$ cat src/pwr_regs.svh
// Bit positions, default values and timing constants of the power mode manager.
`ifndef PWR_REGS_SVH
`define PWR_REGS_SVH
`define DEV03_VFIELD_BIT      15
`define DEV04_BYPASS_BIT      2
`define DEV04_HIVOLT_BIT      3
`define EE12_EXTSUP_BIT       13
`define SS_HOLD_NS            1000
`define CLK_PERIOD_NS         40
`define RUN_LIMIT_DEFAULT     1000
`define WAKE_PERIOD_DEFAULT   32768
`endif

$ cat src/pwr_pkg.sv
// Types shared by the power mode manager files.
package pwr_pkg;
  typedef enum logic [2:0]
  {
    MODE_OFF,
    MODE_WATCH,
    MODE_RUN,
    MODE_STANDBY,
    MODE_SLEEP
  } pwr_mode_t;
endpackage : pwr_pkg

$ cat src/power_mode_manager.sv
// Power mode sequencer with wake sources and supply switch controls.
// Functional notes
// - Leave the unpowered state once a battery is present or an RF field is detected.
// - After power-on start in watchful mode ready for RFID or SPI commands.
// - A command or DMA request enters run mode, powering the involved blocks for a limited time.
// - Stand-by never exits by itself, only on RF field or slave select held low long enough.
// - A host write of the wake-up timer configuration word requests stand-by entry.
// - Stand-by is also entered on wake-up timer expiry or on completion of a logging sequence.
// - In sleep only the wake-up timer runs, pulsing an interrupt request each period.
// - Sleep exits on RF field, slave select held low long enough, or a DMA request.
// - In sleep or stand-by the regulated output may optionally be switched off.
// - Digital logic runs on the RC clock; the wake-up timer source is RC or crystal.
// - Device word 03 bit 15 controls the field to battery switch, closed by default.
// - EEPROM word 12 bit 13 selects regulated output on in every powered mode (except the optional sleep/stand-by switch-off) or only in watchful mode.
// - Device word 04 bit 2 bypasses the output regulator.
// - Device word 04 bit 3 selects the high or low voltage range of both regulators.
// - Switch settings come from EEPROM contents and EEPROM-backed latches.
`timescale 1ns/1ps
`include "pwr_regs.svh"
module power_mode_manager
  import pwr_pkg::*;
#(
  parameter int RUN_LIMIT   = `RUN_LIMIT_DEFAULT,
  parameter int WAKE_W      = 16,
  parameter int SS_HOLD_CYC = (`SS_HOLD_NS + `CLK_PERIOD_NS - 1) / `CLK_PERIOD_NS
)
(
  input  wire logic              sys_clk,
  input  wire logic              sys_rst,
  input  wire logic              battery_present,
  input  wire logic              rf_field,
  input  wire logic              spi_cmd,
  input  wire logic              rfid_cmd,
  input  wire logic              dma_req,
  input  wire logic              run_done,
  input  wire logic              timer_cfg_write,
  input  wire logic              timer_standby_en,
  input  wire logic              log_done,
  input  wire logic              sleep_req,
  input  wire logic              spi_ss_n,
  input  wire logic [WAKE_W-1:0] wake_period,
  input  wire logic              xtal_select,
  input  wire logic              regout_lowpower_off,
  input  wire logic [15:0]       dev_word03,
  input  wire logic [15:0]       dev_word04,
  input  wire logic [15:0]       ee_word12,
  output pwr_pkg::pwr_mode_t     mode_q,
  output logic                   run_power_q,
  output logic                   irq_q,
  output logic                   lf_xtal_en_q,
  output logic                   lf_rc_en_q,
  output logic                   vfield_vbat_closed_q,
  output logic                   regulated_output_en_q,
  output logic                   regulated_output_bypass_q,
  output logic                   hivolt_q,
  output logic                   run_timeout_q
);
  import pwr_pkg::*;

  localparam int RW = $clog2(RUN_LIMIT + 1);

  initial
  begin
    if (RUN_LIMIT < 1)
      $error("RUN_LIMIT must be at least one");
    if (WAKE_W < 2)
      $error("WAKE_W must be at least two");
  end

  pwr_mode_t     mode_d;
  logic [RW-1:0] run_cnt_q;
  logic [RW-1:0] run_cnt_d;
  logic          standby_pend_q;
  logic          standby_pend_d;
  logic          sleep_pend_q;
  logic          sleep_pend_d;
  logic          run_power_d;
  logic          irq_d;
  logic          timeout_d;
  logic          ss_held;
  logic          wake_tick;
  logic          timer_run;
  logic          powered;
  logic          run_req;

  assign powered   = battery_present | rf_field;
  assign run_req   = spi_cmd | rfid_cmd | dma_req;
  // The period counter runs in sleep, and in watchful mode for the armed stand-by countdown.
  assign timer_run = (mode_q == MODE_SLEEP) ||
                     (mode_q == MODE_WATCH && timer_standby_en);

  ss_hold_filter #(
    .HOLD_CYCLES (SS_HOLD_CYC)
  ) u_ss (
    .sys_clk (sys_clk),
    .sys_rst (sys_rst),
    .ss_n    (spi_ss_n),
    .held_q  (ss_held)
  );

  wake_timer #(
    .W (WAKE_W)
  ) u_wake (
    .sys_clk (sys_clk),
    .sys_rst (sys_rst),
    .run     (timer_run),
    .period  (wake_period),
    .tick_q  (wake_tick)
  );

  always_comb
  begin
    mode_d         = mode_q;
    run_cnt_d      = run_cnt_q;
    standby_pend_d = standby_pend_q | timer_cfg_write | log_done;
    sleep_pend_d   = sleep_pend_q | sleep_req;
    irq_d          = 1'b0;
    timeout_d      = 1'b0;
    unique case (mode_q)
      MODE_OFF:
      begin
        standby_pend_d = 1'b0;
        sleep_pend_d   = 1'b0;
        if (powered)
          mode_d = MODE_WATCH;
      end
      MODE_WATCH:
      begin
        // Only a tick while armed counts as an expired countdown, so a tick after a dropped arm does not.
        if (standby_pend_d || (wake_tick && timer_standby_en))
        begin
          mode_d         = MODE_STANDBY;
          standby_pend_d = 1'b0;
        end
        else if (sleep_pend_d)
        begin
          mode_d       = MODE_SLEEP;
          sleep_pend_d = 1'b0;
        end
        else if (run_req)
        begin
          mode_d    = MODE_RUN;
          run_cnt_d = '0;
        end
      end
      MODE_RUN:
      begin
        run_cnt_d = run_cnt_q + RW'(1);
        // The run time is bounded so a stuck transaction cannot drain the battery.
        if (run_done || run_cnt_q >= RW'(RUN_LIMIT - 1))
        begin
          timeout_d = !run_done;
          if (standby_pend_d)
          begin
            mode_d         = MODE_STANDBY;
            standby_pend_d = 1'b0;
          end
          else if (sleep_pend_d)
          begin
            mode_d       = MODE_SLEEP;
            sleep_pend_d = 1'b0;
          end
          else
            mode_d = MODE_WATCH;
        end
      end
      MODE_STANDBY:
      begin
        standby_pend_d = 1'b0;
        if (rf_field || ss_held)
          mode_d = MODE_WATCH;
      end
      MODE_SLEEP:
      begin
        standby_pend_d = 1'b0;
        irq_d          = wake_tick;
        if (rf_field || ss_held)
          mode_d = MODE_WATCH;
        else if (dma_req)
        begin
          mode_d    = MODE_RUN;
          run_cnt_d = '0;
        end
      end
    endcase
    if (!powered)
      mode_d = MODE_OFF;
    run_power_d = (mode_d == MODE_RUN);
  end

  always_ff @(posedge sys_clk)
  begin
    if (sys_rst)
    begin
      mode_q         <= MODE_OFF;
      run_cnt_q      <= '0;
      standby_pend_q <= 1'b0;
      sleep_pend_q   <= 1'b0;
      run_power_q    <= 1'b0;
      irq_q          <= 1'b0;
      run_timeout_q  <= 1'b0;
    end
    else
    begin
      mode_q         <= mode_d;
      run_cnt_q      <= run_cnt_d;
      standby_pend_q <= standby_pend_d;
      sleep_pend_q   <= sleep_pend_d;
      run_power_q    <= run_power_d;
      irq_q          <= irq_d;
      run_timeout_q  <= timeout_d;
    end
  end

  // Switch outputs follow the EEPROM and latch words every cycle.
  logic sw_vfield_d;
  logic sw_reg_en_d;
  logic sw_bypass_d;
  logic sw_hivolt_d;
  logic sw_xtal_d;
  logic sw_rc_d;
  logic low_mode;

  always_comb
  begin
    low_mode    = (mode_d == MODE_SLEEP) || (mode_d == MODE_STANDBY);
    sw_vfield_d = !dev_word03[`DEV03_VFIELD_BIT];
    sw_bypass_d = dev_word04[`DEV04_BYPASS_BIT];
    sw_hivolt_d = dev_word04[`DEV04_HIVOLT_BIT];
    sw_xtal_d   = xtal_select;
    sw_rc_d     = !xtal_select;
    if (mode_d == MODE_OFF)
      sw_reg_en_d = 1'b0;
    else if (ee_word12[`EE12_EXTSUP_BIT])
      sw_reg_en_d = (mode_d == MODE_WATCH);
    else
      sw_reg_en_d = !(low_mode && regout_lowpower_off);
  end

  always_ff @(posedge sys_clk)
  begin
    if (sys_rst)
    begin
      vfield_vbat_closed_q      <= 1'b1;
      regulated_output_en_q     <= 1'b0;
      regulated_output_bypass_q <= 1'b0;
      hivolt_q                  <= 1'b0;
      lf_xtal_en_q              <= 1'b0;
      lf_rc_en_q                <= 1'b1;
    end
    else
    begin
      vfield_vbat_closed_q      <= sw_vfield_d;
      regulated_output_en_q     <= sw_reg_en_d;
      regulated_output_bypass_q <= sw_bypass_d;
      hivolt_q                  <= sw_hivolt_d;
      lf_xtal_en_q              <= sw_xtal_d;
      lf_rc_en_q                <= sw_rc_d;
    end
  end
endmodule : power_mode_manager

$ cat src/ss_hold_filter.sv
// Detects slave select held low for a minimum number of cycles.
`timescale 1ns/1ps
`include "pwr_regs.svh"
module ss_hold_filter #(
  parameter int HOLD_CYCLES = (`SS_HOLD_NS + `CLK_PERIOD_NS - 1) / `CLK_PERIOD_NS
)
(
  input  wire logic sys_clk,
  input  wire logic sys_rst,
  input  wire logic ss_n,
  output logic      held_q
);
  localparam int CW = $clog2(HOLD_CYCLES + 1);
  logic [CW-1:0] cnt_q;
  logic [CW-1:0] cnt_d;
  logic          held_d;

  initial
  begin
    if (HOLD_CYCLES < 1)
      $error("HOLD_CYCLES must be at least one");
  end

  always_comb
  begin
    cnt_d  = cnt_q;
    held_d = 1'b0;
    if (ss_n)
      cnt_d = '0;
    else if (cnt_q < CW'(HOLD_CYCLES))
      cnt_d = cnt_q + CW'(1);
    if (!ss_n && cnt_q >= CW'(HOLD_CYCLES - 1))
      held_d = 1'b1;
  end

  always_ff @(posedge sys_clk)
  begin
    if (sys_rst)
    begin
      cnt_q  <= '0;
      held_q <= 1'b0;
    end
    else
    begin
      cnt_q  <= cnt_d;
      held_q <= held_d;
    end
  end
endmodule : ss_hold_filter

$ cat src/wake_timer.sv
// Programmable period timer that raises a one-cycle tick on expiry.
`timescale 1ns/1ps
module wake_timer #(
  parameter int W = 16
)
(
  input  wire logic         sys_clk,
  input  wire logic         sys_rst,
  input  wire logic         run,
  input  wire logic [W-1:0] period,
  output logic              tick_q
);
  logic [W-1:0] cnt_q;
  logic [W-1:0] cnt_d;
  logic         tick_d;

  initial
  begin
    if (W < 2)
      $error("W must be at least two");
  end

  always_comb
  begin
    cnt_d  = '0;
    tick_d = 1'b0;
    if (run)
    begin
      if (cnt_q + W'(1) >= period)
        tick_d = 1'b1;
      else
        cnt_d = cnt_q + W'(1);
    end
  end

  always_ff @(posedge sys_clk)
  begin
    if (sys_rst)
    begin
      cnt_q  <= '0;
      tick_q <= 1'b0;
    end
    else
    begin
      cnt_q  <= cnt_d;
      tick_q <= tick_d;
    end
  end
endmodule : wake_timer

$ cat config.mk
export PLATFORM = sky130hd
export DESIGN_NAME = power_mode_manager
export DESIGN_NICKNAME = d
export VERILOG_FILES = /design/src/pwr_pkg.sv /design/src/power_mode_manager.sv /design/src/ss_hold_filter.sv /design/src/wake_timer.sv
export VERILOG_INCLUDE_DIRS = /design/src
export SDC_FILE = /design/constraint.sdc
export NUM_CORES = 1
export LEC_CHECK = 0
export BUFFER_PORTS_ARGS = -buffer_cell sky130_fd_sc_hd__buf_4
export CORE_MARGIN = 2
export CORE_UTILIZATION = 50
export DETAILED_ROUTE_END_ITERATION = 10
export PLACE_DENSITY = 0.81
export SLEW_MARGIN = 20
export SYNTH_ARGS = -nofsm -noshare
export SYNTH_HDL_FRONTEND = slang
export SYNTH_HIERARCHICAL = 1
export SYNTH_SLANG_ARGS = --single-unit
$ cat constraint.sdc
create_clock -name sys_clk -period 3.5 [get_ports sys_clk]
set_clock_uncertainty 0.2 [all_clocks]
set_input_delay 0.525 -clock sys_clk [delete_from_list [all_inputs] [get_ports sys_clk]]
set_output_delay 0.525 -clock sys_clk [all_outputs]
set_load 0.01 [all_outputs]
==> summary.md <==
| Metric | Value |
|---|---|
| Slowest cell delay on critical path | between 0.4 and 0.5 ns |
| Final Cycle Share | 90.0% |
| WL per Instance | 12.9 um |
| Clock transition at path regs | ~0.08 ns |
| Slowest library cell on the worst path | or3_1 |
| Hold depth | 2 |
| Vias per inst | between 5 and 6 |
| Die height | 77.4 um |
| Yosys Warn Count | 6 |
| Slew margin rel. | 66.3% |
| Clock root buffer | clkbuf_8 |
| # IOs | 91 |
| Routed length on met1 | 2.54 mm |
| Psw | 277 uW |
| Worst vdd ir | 0.000298 V |
| Hold Startpoint | dev_word03[15] |
| Post-synth EDFFs | 0 |
| TritonRoute pass-1 iters | 4 |
| Layout Nets | between 400 and 500 |
| Cell family with most CP delay | simple AND/OR/NAND/NOR gates |
| Flop-to-flop setup slack | 0.35 ns |
| Count of cell types in the netlist | 58 |
| Syn nets | 408 |
| Clk_lat worst skew | 0.30 ns |
| Crit path buf inv count | 2 |
| DR vias | about 2400 |
| WHS Endpoint | vfield_vbat_closed_q |
| Max clock buf depth | 2 |
| Power share of the sequential group | approximately 53% |
| Cts bufs inserted | 5 |
| Max cap viols | 0 |
| Area of the multi-input gates | approximately 1500 um2 |
| Final min period | roughly 3.1 ns |
| Avg Inst Size Synth | 8.69 um2 |
| Ys async rst share | 0% |
| Fmax achieved | 0.318 GHz |
| RSZ-0062 raised after global routing | false |
| Fillers | about 460 |
| Register area | 941 um2 |
| Mapped Cells | 310 |
| Switching share of power | 25.9% |
| Vias in the first global route | 2309 |
| Hold Vio Cnt, Final | 0 |
| Port Buf Inserts | 46 |
| Share of cells above drive strength 1 | 20.4% |
| Setup CP Type | flop to flop |
| Starting DRT DRC Count | 95 |
| CP Max Fanout | 16 |
| Crit path DAT | roughly 3.1 ns |
| Setup TNS | 0 ns |
| Synth Flop Type | dfxtp_1 |
| Synth Register Bits | 47 |
| Number of H-tree levels | 2 |
| Met3 WL post-DR | 243 um |
| GRT Residual Overflow | 0 |
| Req. time, crit path | 3.47 ns |
| Antenna diodes | 0 |
| Startpoint types | flop |
| Most frequent CP cell | ha_1 |
| Layout Area Growth over Synthesis | 17.8% |
| Die Wd | 77.4 um |
| Routed Antenna Nets | 0 |
| Power density over the cells | 336 nW/um2 |
| Area after DPL | 3080 um2 |
| Initial antenna violation count | 0 |
| Row Count | 26 |
| CTS tree | done |
| Worst min-delay path category | input pin to flop |
| Die area | 5990 um2 |
| Initial Utilization | 52.4% |
| Mapped Area | 2690 um2 |
| # hold bufs at CTS | 0 |
| Drt total wl | roughly 5.5 mm |
| Measured slew at the worst slew-check pin | 0.498 ns |
| Top sig layer | met4 |
| Final non-filler cell area | ~3200 um2 |
| CTS sink cnt | 47 |
| Met2 wire len | roughly 2.7 mm |
| GRT Overall Usage | 19.2% |
| Power share of the clock group | 31.9% |
| Largest net degree at the start of global routing | 18 |
| Slew Limit Fails | 0 |
| P_int | 789 uW |
| Worst R2R End | u_wake/cnt_q[13] |
| Critical R2R Launch | u_wake/cnt_q[0] |
| CORE AREA | ~5000 um2 |
| Cts repair resizes | 0 |
| Worst path cell trace | ha_1 -> nand4_1 -> or2_2 -> xor2_1 -> inv_1 -> ha_1 -> nand2_1 -> or3_1 -> o31ai_4 -> buf_4 -> a2111oi_1 |
| Sequential cell area fraction in the yosys report | 34.9% |
| RD Place Congestion | roughly 0.87 |
| Global-route wire length before repair | 9.57 mm |
| Worst Setup End Kind | flop |
| Comb power frac | 15.3% |
| Final setup viols | 0 |
| DRC viols | 0 |
| DPL Wire Length | 4.19 mm |
| Status | completed |
| Cells on worst reg2reg path | 11 |
| Post CTS Setup Buffer Count | 0 |
| Leakage | approximately 0.0014 uW |
worst reg2reg max path, cell delays in order, from the launching register on:
cell	delay, ns
dfxtp_1	0.41
ha_1	0.24
nand4_1	0.21
or2_2	0.35
xor2_1	0.19
inv_1	0.07
ha_1	0.27
nand2_1	0.06
or3_1	0.43
o31ai_4	0.25
buf_4	0.26
a2111oi_1	0.08
metal layers:
layer	vias to the layer above	global-route usage, %
met5	-	0
met4	0	6.96
met3	7	3.72
met2	54	33.1
met1	1090	23.8
li1	1206	-
cells in the final DEF (no fill, tap or decap), drive strengths merged, types with 4 or more instances in the layout:
| cell | synthesis | final |
|---|---|---|
| nand3 | 10 | 10 |
| inv | 35 | 35 |
| xnor2 | 12 | 12 |
| nor2b | 4 | 4 |
| or3 | 4 | 4 |
| buf | 8 | 50 |
| dfxtp | 47 | 47 |
| o21a | 4 | 4 |
| and4 | 5 | 5 |
| ha | 19 | 19 |
| nor3b | 6 | 6 |
| nor2 | 22 | 22 |
| nand2 | 17 | 17 |
| and3 | 4 | 4 |
| nor4 | 15 | 15 |
| xor2 | 8 | 8 |
| a21oi | 14 | 14 |
| nand4 | 8 | 8 |
| nor3 | 19 | 19 |
| o21ai | 8 | 8 |
| clkbuf | 2 | 7 |
synthesized netlist by cell type (3+ instances only):
library cell,count,area (um2)
dfxtp_1,47,941
xor2_1,8,70.1
nor3b_1,6,45.0
xnor2_1,12,105
a31oi_1,3,18.8
ha_1,19,238
nor2_1,22,82.6
inv_1,35,131
a21oi_1,13,65.1
nand4_1,7,43.8
o21ai_0,6,30.0
and3_1,3,18.8
o21a_1,4,30.0
nor2b_1,4,25.0
nand2b_1,3,18.8
nor4_1,15,93.8
or3_1,4,25.0
nand2_1,17,63.8
a211oi_1,3,22.5
nand3_1,10,50.1
nor3_1,19,95.1
buf_6,4,45.0
per-stage QoR:
stage | setup slack (ns) | total power (uW) | hold WS, ns | util [%] | instances
after floorplan | 0.554 | 677 | 0.257 | - | 310
after global placement | 0.423 | 735 | 0.283 | 59.9 | 420
after detailed placement | 0.365 | 738 | 0.293 | 59.9 | 420
after CTS | 0.344 | 1080 | 0.175 | 61.7 | 428
after global routing | 0.188 | 1120 | 0.175 | 61.7 | 428
final | 0.351 | 1070 | 0.185 | 61.7 | 428
layout make-up:
cell class,count,share of cell area (%)
clock buffers,7,2.72
clock inverters,1,0.276
multi-input cells,218,48.6
inverters,35,4.14
repair buffers,50,11.8
well taps,70,2.76
flip-flops and latches,47,29.7
kinds of logic (layout without fill, tap and decap cells):
| logic type | after synthesis | in the layout | synth area share, % |
|---|---|---|---|
| xor gates and xnor gates | 20 | 20 | 6.51 |
| adders and majority gates | 19 | 19 | 8.83 |
| buffers and inverters | 45 | 93 | 7.76 |
| DFF | 47 | 47 | 34.9 |
| and+or+nand+nor | 125 | 125 | 25.8 |
| AOI/OAI and AO/OA | 54 | 54 | 16.2 |
sequential cells by signal, indices dropped and copies added, names as in the netlist, 3 cells and up:
signal / flops
mode_q: 3
run_cnt_q: 10
u_ss/cnt_q: 5
u_wake/cnt_q: 16
power by group through the flow:
stage	sequential (uW)	combinational (uW)	clock, uW
2_1_floorplan	572	106	0
3_3_place_gp	575	160	0
3_5_place_dp	575	163	0
4_1_cts	562	164	353
5_1_grt	565	182	369
6_report	562	164	340
worst max path at each step:
stage                    startpoint               end  depth (start not counted)
floorplan           u_wake/cnt_q[0]   u_wake/cnt_q[0]                         10
global placement    u_wake/cnt_q[0]  u_wake/cnt_q[13]                         11
detailed placement  u_wake/cnt_q[0]  u_wake/cnt_q[13]                         11
CTS                 u_wake/cnt_q[0]  u_wake/cnt_q[13]                         11
global route        u_wake/cnt_q[0]  u_wake/cnt_q[13]                         11
finish              u_wake/cnt_q[0]  u_wake/cnt_q[13]                         11
Power figures use the tool's default switching activity.
